==> src/rdd_pkg.sv <==
// Package for the remap entry destination decoder: offsets, fields, modes, result carrier
package rdd_pkg;

    // Register byte offsets
    localparam logic [11:0] ADDR_ENTRY_LO = 12'h000;
    localparam logic [11:0] ADDR_ENTRY_HI = 12'h004;
    localparam logic [11:0] ADDR_TARGET = 12'h008;
    localparam logic [11:0] ADDR_STATUS = 12'h00C;

    // Entry field positions
    localparam int PRESENT_BIT = 0;
    localparam int VEC_LSB = 16;
    localparam int VEC_W = 8;
    localparam int RSVD_LSB = 24;
    localparam int RSVD_W = 8;
    localparam int DST_LSB = 32;
    localparam int DST_W = 32;
    localparam int HI_NIB_LSB = 44;
    localparam int LO_NIB_LSB = 40;
    localparam int NIB_W = 4;
    localparam int LEG_DST_LSB = 40;
    localparam int LEG_DST_W = 8;
    localparam int LEG_RSVD_HI_LSB = 48;
    localparam int LEG_RSVD_HI_W = 16;
    localparam int LEG_RSVD_LO_LSB = 32;
    localparam int LEG_RSVD_LO_W = 8;

    // Status register field positions
    localparam int ST_VALID_BIT = 0;
    localparam int ST_RSVD_BIT = 1;
    localparam int ST_MODE_LSB = 4;
    localparam int ST_VEC_LSB = 8;

    // Reset values
    localparam logic [63:0] ENTRY_RST = 64'h0000_0000_0000_0000;
    localparam logic [31:0] WORD_ZERO = 32'h0000_0000;
    localparam logic [23:0] LEG_PAD = 24'h00_0000;

    typedef enum logic [1:0] {
        RDD_MODE_CLUSTER = 2'b00,
        RDD_MODE_FLAT = 2'b01,
        RDD_MODE_PHYS = 2'b10,
        RDD_MODE_WIDE = 2'b11
    } rdd_mode_t;

    typedef struct packed {
        logic valid;
        logic rsvd_err;
        logic [7:0] vector;
        logic [31:0] cpu_target_id;
    } rdd_result_t;

    localparam rdd_result_t RESULT_RST = '{valid: 1'b0, rsvd_err: 1'b0, vector: 8'h00, cpu_target_id: 32'h0000_0000};

endpackage

==> src/rdd_decode.sv <==
// Remap entry destination decoder with APB register access
//
// Register access over APB and the placing of the registers were decided locally.
`timescale 1ns/10ps
// What this block does
// Entry bits 63:32 carry the target processor identifier field.
// Target field is ignored unless the entry's present flag is set.
// Legacy cluster mode: upper nibble from bits 47:44, lower from 43:40.
// Legacy flat mode: full 8-bit target from bits 47:40.
// Software writes zero to bits 63:48 and 39:32 in legacy modes.
// Wide physical mode: all 32 bits 63:32 form the target identifier.
// Bits 31:24 must be zero; checked only when present flag set.
// Vector comes from bits 23:16, used only when present flag set.
// Layout chosen by a stable platform addressing-mode input.
module rdd_decode (
    input wire logic clk,
    input wire logic nrst,
    input wire logic psel,
    input wire logic penable,
    input wire logic pwrite,
    input wire logic [11:0] paddr,
    input wire logic [31:0] pwdata,
    output logic [31:0] prdata,
    output logic pready,
    output logic pslverr,
    input wire logic [1:0] addr_mode,
    output rdd_pkg::rdd_result_t decode_out
);

    // Decode one entry under one addressing layout
    function automatic rdd_pkg::rdd_result_t decode_entry(input logic [63:0] e, input rdd_pkg::rdd_mode_t m);
        rdd_pkg::rdd_result_t r;
        r = rdd_pkg::RESULT_RST;
        if (e[rdd_pkg::PRESENT_BIT]) begin
            r.valid = 1'b1;
            r.vector = e[rdd_pkg::VEC_LSB +: rdd_pkg::VEC_W];
            r.rsvd_err = |e[rdd_pkg::RSVD_LSB +: rdd_pkg::RSVD_W];
            case (m)
                rdd_pkg::RDD_MODE_CLUSTER: begin
                    r.cpu_target_id = {rdd_pkg::LEG_PAD, e[rdd_pkg::HI_NIB_LSB +: rdd_pkg::NIB_W],
                        e[rdd_pkg::LO_NIB_LSB +: rdd_pkg::NIB_W]};
                end
                rdd_pkg::RDD_MODE_FLAT, rdd_pkg::RDD_MODE_PHYS: begin
                    r.cpu_target_id = {rdd_pkg::LEG_PAD, e[rdd_pkg::LEG_DST_LSB +: rdd_pkg::LEG_DST_W]};
                end
                default: begin
                    r.cpu_target_id = e[rdd_pkg::DST_LSB +: rdd_pkg::DST_W];
                end
            endcase
            if (m != rdd_pkg::RDD_MODE_WIDE) begin
                // Flag legacy bits that software left nonzero
                r.rsvd_err = r.rsvd_err | (|e[rdd_pkg::LEG_RSVD_HI_LSB +: rdd_pkg::LEG_RSVD_HI_W])
                    | (|e[rdd_pkg::LEG_RSVD_LO_LSB +: rdd_pkg::LEG_RSVD_LO_W]);
            end
        end
        return r;
    endfunction

    logic [63:0] entry_reg, entry_next;
    logic [1:0] sync1_reg, sync2_reg, sync3_reg;
    rdd_pkg::rdd_mode_t mode_reg, mode_next;
    rdd_pkg::rdd_result_t result_reg, result_next;
    logic [31:0] prdata_reg, prdata_next;
    logic pslverr_reg, pslverr_next;
    logic setup, wr_access, mapped;

    assign setup = psel && !penable;
    assign wr_access = psel && penable && pwrite;
    assign mapped = (paddr == rdd_pkg::ADDR_ENTRY_LO) || (paddr == rdd_pkg::ADDR_ENTRY_HI)
        || (paddr == rdd_pkg::ADDR_TARGET) || (paddr == rdd_pkg::ADDR_STATUS);

    // Entry storage and register read path
    always_comb begin
        entry_next = entry_reg;
        prdata_next = prdata_reg;
        pslverr_next = pslverr_reg;
        if (wr_access && paddr == rdd_pkg::ADDR_ENTRY_LO) begin
            entry_next[31:0] = pwdata;
        end
        if (wr_access && paddr == rdd_pkg::ADDR_ENTRY_HI) begin
            entry_next[63:32] = pwdata;
        end
        if (setup) begin
            pslverr_next = !mapped;
            prdata_next = rdd_pkg::WORD_ZERO;
            if (!pwrite) begin
                case (paddr)
                    rdd_pkg::ADDR_ENTRY_LO: prdata_next = entry_reg[31:0];
                    rdd_pkg::ADDR_ENTRY_HI: prdata_next = entry_reg[63:32];
                    rdd_pkg::ADDR_TARGET: prdata_next = result_reg.cpu_target_id;
                    rdd_pkg::ADDR_STATUS: begin
                        prdata_next[rdd_pkg::ST_VALID_BIT] = result_reg.valid;
                        prdata_next[rdd_pkg::ST_RSVD_BIT] = result_reg.rsvd_err;
                        prdata_next[rdd_pkg::ST_MODE_LSB +: 2] = mode_reg;
                        prdata_next[rdd_pkg::ST_VEC_LSB +: rdd_pkg::VEC_W] = result_reg.vector;
                    end
                    default: prdata_next = rdd_pkg::WORD_ZERO;
                endcase
            end
        end
    end

    always_ff @(posedge clk or negedge nrst) begin
        if (!nrst) begin
            entry_reg <= rdd_pkg::ENTRY_RST;
            prdata_reg <= rdd_pkg::WORD_ZERO;
            pslverr_reg <= 1'b0;
        end else begin
            entry_reg <= entry_next;
            prdata_reg <= prdata_next;
            pslverr_reg <= pslverr_next;
        end
    end

    // Mode pin synchroniser; change accepted when stages two and three agree
    always_comb begin
        mode_next = mode_reg;
        if (sync2_reg == sync3_reg) begin
            mode_next = rdd_pkg::rdd_mode_t'(sync3_reg);
        end
    end

    always_ff @(posedge clk or negedge nrst) begin
        if (!nrst) begin
            sync1_reg <= 2'h0;
            sync2_reg <= 2'h0;
            sync3_reg <= 2'h0;
            mode_reg <= rdd_pkg::RDD_MODE_CLUSTER;
        end else begin
            sync1_reg <= addr_mode;
            sync2_reg <= sync1_reg;
            sync3_reg <= sync2_reg;
            mode_reg <= mode_next;
        end
    end

    // Decode result register
    always_comb begin
        result_next = decode_entry(entry_reg, mode_reg);
    end

    always_ff @(posedge clk or negedge nrst) begin
        if (!nrst) begin
            result_reg <= rdd_pkg::RESULT_RST;
        end else begin
            result_reg <= result_next;
        end
    end

    assign prdata = prdata_reg;
    assign pready = 1'b1;
    assign pslverr = pslverr_reg & psel & penable;
    assign decode_out = result_reg;

    // Checks
    logic [7:0] chk_vec, chk_rsvd, chk_flat;
    logic [3:0] chk_hi, chk_lo;
    logic [31:0] chk_dst;
    logic [15:0] chk_leg_hi;
    logic [7:0] chk_leg_lo;
    assign chk_vec = entry_reg[rdd_pkg::VEC_LSB +: rdd_pkg::VEC_W];
    assign chk_rsvd = entry_reg[rdd_pkg::RSVD_LSB +: rdd_pkg::RSVD_W];
    assign chk_flat = entry_reg[rdd_pkg::LEG_DST_LSB +: rdd_pkg::LEG_DST_W];
    assign chk_hi = entry_reg[rdd_pkg::HI_NIB_LSB +: rdd_pkg::NIB_W];
    assign chk_lo = entry_reg[rdd_pkg::LO_NIB_LSB +: rdd_pkg::NIB_W];
    assign chk_dst = entry_reg[rdd_pkg::DST_LSB +: rdd_pkg::DST_W];
    assign chk_leg_hi = entry_reg[rdd_pkg::LEG_RSVD_HI_LSB +: rdd_pkg::LEG_RSVD_HI_W];
    assign chk_leg_lo = entry_reg[rdd_pkg::LEG_RSVD_LO_LSB +: rdd_pkg::LEG_RSVD_LO_W];
endmodule // rdd_decode

==> config.mk <==
export PLATFORM = sky130hd
export DESIGN_NAME = rdd_decode
export DESIGN_NICKNAME = d
export VERILOG_FILES = /design/src/rdd_pkg.sv /design/src/rdd_decode.sv
export SDC_FILE = /design/constraint.sdc
export NUM_CORES = 1
export LEC_CHECK = 0
export ABC_AREA = 1
export ABC_CLOCK_PERIOD_IN_PS = 3200
export BUFFER_PORTS_ARGS = -buffer_cell sky130_fd_sc_hd__buf_2
export CAP_MARGIN = 20
export CORE_AREA = 8 8 135 124
export CTS_BUF_LIST = sky130_fd_sc_hd__clkbuf_4 sky130_fd_sc_hd__clkbuf_8
export DETAILED_ROUTE_END_ITERATION = 12
export DIE_AREA = 0 0 143 132
export GPL_TIMING_DRIVEN = 0
export HOLD_SLACK_MARGIN = 0.02
export PLACE_DENSITY = 0.75
export SLEW_MARGIN = 30
export SYNTH_ARGS = -nofsm -noshare
export SYNTH_HDL_FRONTEND = slang
export SYNTH_SLANG_ARGS = --single-unit
==> constraint.sdc <==
create_clock -name clk -period 3.2 [get_ports clk]
set_clock_uncertainty 0.15 [all_clocks]
set_input_delay 0.16 -clock clk [delete_from_list [all_inputs] [get_ports clk]]
set_output_delay 0.16 -clock clk [all_outputs]
set_load 0.05 [all_outputs]
== Word-level counts from Yosys, hierarchy flattened ==
Cells that the tools add are included.

* Register bits after elaboration: 147
* Latch bits: 0
* Bits in writable memories: 0
* Memory bits (read-only): 0
* Logic and storage cells: 49
* Memories: 0

* $add $sub $neg: 0
* Multiply operators: 0
* Divide/modulo/power cells: 0
* Order comparisons: 0
* Equal/unequal tests: 7
* Shift-type cells: 0
* Muxes and demuxes: 10
* Bitwise gates (word level): 4
* Reduce and logical (&&, ||, !) cells: 16

{| class="wikitable"
|+ Operators with widths
! kind !! count
|-
| 2-to-1 mux 32 bit || 2
|-
| case mux 16 bit (3 select lines) || 1
|-
| 2-to-1 mux 42 bit || 1
|-
| case mux 8 bit (4 select lines) || 1
|-
| == test 12 x 4 -> 1 bit (second input constant) || 2
|-
| case mux 2 bit (4 select lines) || 2
|-
| OR reduction 16 bit || 1
|-
| OR reduction 8 bit || 2
|-
| == test 12 x 3 -> 1 bit (second input constant) || 1
|-
| zero test 12 bit || 1
|-
| case mux 2 bit (3 select lines) || 2
|-
| logical AND 1 bit || 5
|-
| logical OR 1 bit || 3
|-
| OR reduction 3 bit || 1
|-
| AND 1 bit || 2
|-
| == test 2 x 1 -> 1 bit (second input constant) || 1
|-
| == test 2 bit || 1
|-
| == test 2 bit (second input constant) || 1
|-
| zero test 1 bit || 2
|-
| zero test 2 bit || 1
|-
| inequality test 2 bit (second input constant) || 1
|-
| OR 1 bit || 2
|-
| 2-to-1 mux 1 bit || 1
|}

== Longest topological paths before layout ==
* Depth in word-level cells: 5
* Mapped depth: 9
* Gate-level depth less buffers: 7

== Worst setup path before layout ==
OpenSTA, ideal clock, no wires.

* Path kind: input port to flip-flop
* Start point: in paddr[0]
* End point: reg entry_reg[53]
* Data arrival time: 1.166 ns
* Data required time: 2.924 ns
* Path slack: 1.757 ns
* Cell stages on the path: 7
* Path through: inv_1 > nand2_1 > nor2_2 > nand3_1 > nor3_4 > clkbuf_2 > o21ai_0

* Longest elaborated chain between the ends: 2

{| class="wikitable"
|+ Ends and longest elaborated chain
! what !! RTL line !! RTL
|-
| start, declared || rdd_decode.sv:21 || <nowiki>input wire logic [11:0] paddr,</nowiki>
|-
| == test 12 x 3 -> 1 bit || rdd_decode.sv:80 || <nowiki>if (wr_access && paddr == rdd_pkg::ADDR_ENTRY_HI) begin</nowiki>
|-
| logical AND 1 bit || rdd_decode.sv:80 ||
|-
| end signal, assigned || rdd_decode.sv:105 || <nowiki>entry_reg <= rdd_pkg::ENTRY_RST;</nowiki>
|-
| end signal, assigned || rdd_decode.sv:109 || <nowiki>entry_reg <= entry_next;</nowiki>
|-
| end, declared || rdd_decode.sv:59 || <nowiki>logic [63:0] entry_reg, entry_next;</nowiki>
|}

No other way between the ends.
A chain may end at the register's enable or synchronous reset.

== Final worst setup path ==
* Start point: in pwrite
* End point: reg entry_reg[38]

* Longest elaborated chain between the ends: 2

{| class="wikitable"
|+ Ends and longest elaborated chain
! what !! RTL line !! RTL
|-
| start, declared || rdd_decode.sv:20 || <nowiki>input wire logic pwrite,</nowiki>
|-
| logical AND 1 bit || rdd_decode.sv:68 || <nowiki>assign wr_access = psel && penable && pwrite;</nowiki>
|-
| logical AND 1 bit || rdd_decode.sv:80 ||
|}

No other way between the ends.

==> qor.txt <==
STATUS
------------------------------------------------------------------------------------
Outcome                                                                    completed

GLOBAL ROUTING
------------------------------------------------------------------------------------
Global route total overflow                                                        0
Wire length of the first global-routing pass                                 31.7 mm
Global-route usage over all layers                                             21.7%
Vias in the first global route                                                  5825
Largest net degree at the start of global routing                                 53
Antenna violations before repair                                                   0

YOSYS
------------------------------------------------------------------------------------
Cells after Synth                                                                753
Avg Inst Size Synth                                                       8.43 sq um
Proportion of synthesized chip area in sequential cells                        58.0%
Largest area contributor in the synthesized netlist                          dfrtp_1
Compound-cell area share of the yosys netlist                                  7.63%
Register bit total from synthesis                                                147
Count of unique library cells instantiated by Yosys                               21
Area share of the largest cell type after synthesis                            58.0%
Simple-Gate Fraction of Synth Area                                             27.1%
Number of warnings printed during yosys synthesis                                  0
Mux contribution to synthesized area                                          0.177%
Post-Syn Area                                                             6350 sq um
Synth Net Count                                                                  804
Cells taking the most area after synthesis                              dfrtp_1, nand2_1, nand3_1
Adder and majority cell fraction of the synthesized area                          0%
Parity-gate share of the synthesized area counting xor and xnor cells         0.138%
Largest family of logic cells by synthesized area                       simple AND/OR/NAND/NOR gates

SETUP PATH
------------------------------------------------------------------------------------
Largest fanout on the critical path                                               10
CP startpoint kind                                                         input pin
Endpoint class of the critical path                                        flip-flop
CP arrival                                                                   2.21 ns
Critical Setup Path Class                                               input pin to flip-flop
Required time at the worst-slack endpoint                                    3.37 ns

FLOORPLANNING
------------------------------------------------------------------------------------
Area of the placeable core                                               14500 sq um
Die Outline Area                                                         18900 sq um
Number of placement rows                                                          42
Die Y-Extent                                                                  132 um
Initial Utilization                                                            43.9%
Number of I/O pins                                                               127
Width of the chip                                                             143 um

CELLS AND AREA
------------------------------------------------------------------------------------
Footprint of the multi-input gates                                        2230 sq um
Total area of sequential cells                                            3680 sq um
Post-layout nets                                                                 986
Share of cells above drive strength 1                                          20.0%
Commonest non-fill, non-tap cells in the layout                         nand2_1, dfrtp_1, buf_2
Number of diodes added for antenna fixing                                          0
Area added between synthesis and finish                                        28.1%
Final Non-Filler Cells                                                          1146
Most common library cell in the layout ignoring fill and taps                nand2_1
Max FFs per register                                                              64
Core utilization of the finished layout                                        56.2%
Filler instances                                                                1318

POWER
------------------------------------------------------------------------------------
Switching part of the total                                                    26.6%
Switching power of the nets                                                0.00112 W
Post-route total power                                                     0.00420 W
Leak Pwr                                                                     4.48 nW
Internal power summed over all cells                                       0.00309 W
Power density over cell area                                             517 nW/um^2
Clock share of power                                                           40.8%
Comb power frac                                                                12.2%
Power share of the sequential group                                            47.0%
Maximum resistive drop on vdd                                             0.000270 V

STA
------------------------------------------------------------------------------------
Sum of negative setup slack                                                     0 ns
RSZ-0062 raised after global routing                                              no
Final cycle utilization of the critical path                                   63.8%
Worst hold-check slack                                                     0.0605 ns
Worst rel slew slack                                                           60.1%
Final setup vio count                                                              0
Fin. Hold Viols                                                                    0
Pins over their slew limit                                                         0
Actual transition at the worst max-transition pin                           0.599 ns
Post-route minimum period                                                    2.04 ns
Highest clock rate                                                           490 MHz

CTS
------------------------------------------------------------------------------------
CTS Root Buffer Type                                                        clkbuf_8
CTS H-tree lvls                                                                    4
TritonCTS clock tree                                                           built
Clock latency on the worst-skew pair                                         0.45 ns
Max clock buf depth                                                                2
Clock slew seen by the registers of the worst setup and hold paths           0.08 ns
Hold-fix buffer count after cts                                                   36
Number of CTS-inserted buffers                                                    17
Total of cells resized after clock tree synthesis                                  0
Buffers inserted during post-CTS setup optimization                                0
Clock Sink Count                                                                 147

DRT
------------------------------------------------------------------------------------
Residual DRC                                                                       0
Total routed wirelength                                                      20.1 mm
Remaining antenna violation count                                                  0
Routed wire per std cell                                                     17.6 um
Routed via count                                                                6058
Initial DRC count                                                                555
Via-per-instance ratio                                                          5.29
Number of detailed-routing iterations run before antenna repair                    7

PLACEMENT
------------------------------------------------------------------------------------
HPWL after detailed placement                                                14.6 mm
Placed cell count                                                               1078
# port buffers                                                                   125
Final RePlAce weighted congestion                                              0.949

JOB
------------------------------------------------------------------------------------
Max-cap check violation count                                                      0

HOLD PATH
------------------------------------------------------------------------------------
Path type of the worst min-delay path                                   input pin to async pin

==> routing by layer <==
layer	track usage, %	vias up	wire, um
met5	0	-	0
met4	9.97	0	596
met3	5.07	48	1950
met2	31.3	349	8930
met1	30.0	2866	8660
li1	-	2795	-
==> per-stage QoR <==
step	worst slack, ns	instance area [sq um]
2_1_floorplan	1.76	6350
3_3_place_gp	-0.225	7220
3_5_place_dp	0.989	7280
4_1_cts	1.22	8130
5_1_grt	1.05	8130
6_report	1.16	8130
==> final timing paths <==
check                      depth (start not counted)        endpoint  slack, ns         start
max                                                6   entry_reg[38]       1.16        pwrite
min                                                2   entry_reg[11]       0.06          nrst
max reg2reg                                        4  decode_out[13]       1.21  entry_reg[0]
min reg2reg                                        0    sync2_reg[1]       0.20  sync1_reg[1]
max in group asynchronous                          3      prdata[27]       2.25          nrst
min in group clk                                   6   entry_reg[63]       0.06      paddr[8]
==> power groups by stage <==
| stage | logic, W | clock network [W] | registers [W] |
|---|---|---|---|
| after floorplan | 0.0000831 | 0 | 0.00220 |
| after global placement | 0.000463 | 0 | 0.00201 |
| after detailed placement | 0.000479 | 0 | 0.00201 |
| after CTS | 0.000514 | 0.00173 | 0.00197 |
| after global routing | 0.000543 | 0.00181 | 0.00198 |
| final | 0.000511 | 0.00172 | 0.00198 |
==> final cells by class <==
type | count | area share, %
Tap cell | 198 | 3.05
Buffer | 48 | 2.77
Clock inverter | 9 | 2.12
Timing Repair Buffer | 163 | 12.9
Sequential cell | 147 | 45.3
Multi-Input combinational cell | 501 | 27.4
Inverter | 57 | 2.63
Clock buffer | 23 | 3.82
==> synth_stat cells (all sizes together) <==
library cell  count
mux2              1
clkbuf           25
inv              57
conb              1
dfrtp           147
nand3           134
buf              23
xnor2             1
nand2           216
a21oi            10
nand4             7
o21ai            85
a22o              1
nor3              4
nor2             41
==> kinds of logic (layout without fill, tap and decap cells) <==
| family | Yosys count | count (layout) |
|---|---|---|
| and+or+nand+nor | 402 | 402 |
| DFF | 147 | 147 |
| buffers and inverters | 105 | 300 |
| AOI/OAI and AO/OA | 96 | 96 |
| other | 1 | 1 |
| xor gates and xnor gates | 1 | 1 |
| muxes | 1 | 1 |
==> worst max-delay path, stage by stage <==
cell           delay, ns
dlygate4sd3_1       0.52
buf_2               0.13
nand3_1             0.31
nor3_4              0.59
clkbuf_2            0.36
o21ai_0             0.14
No activity file was read; power rests on OpenSTA's default activity.
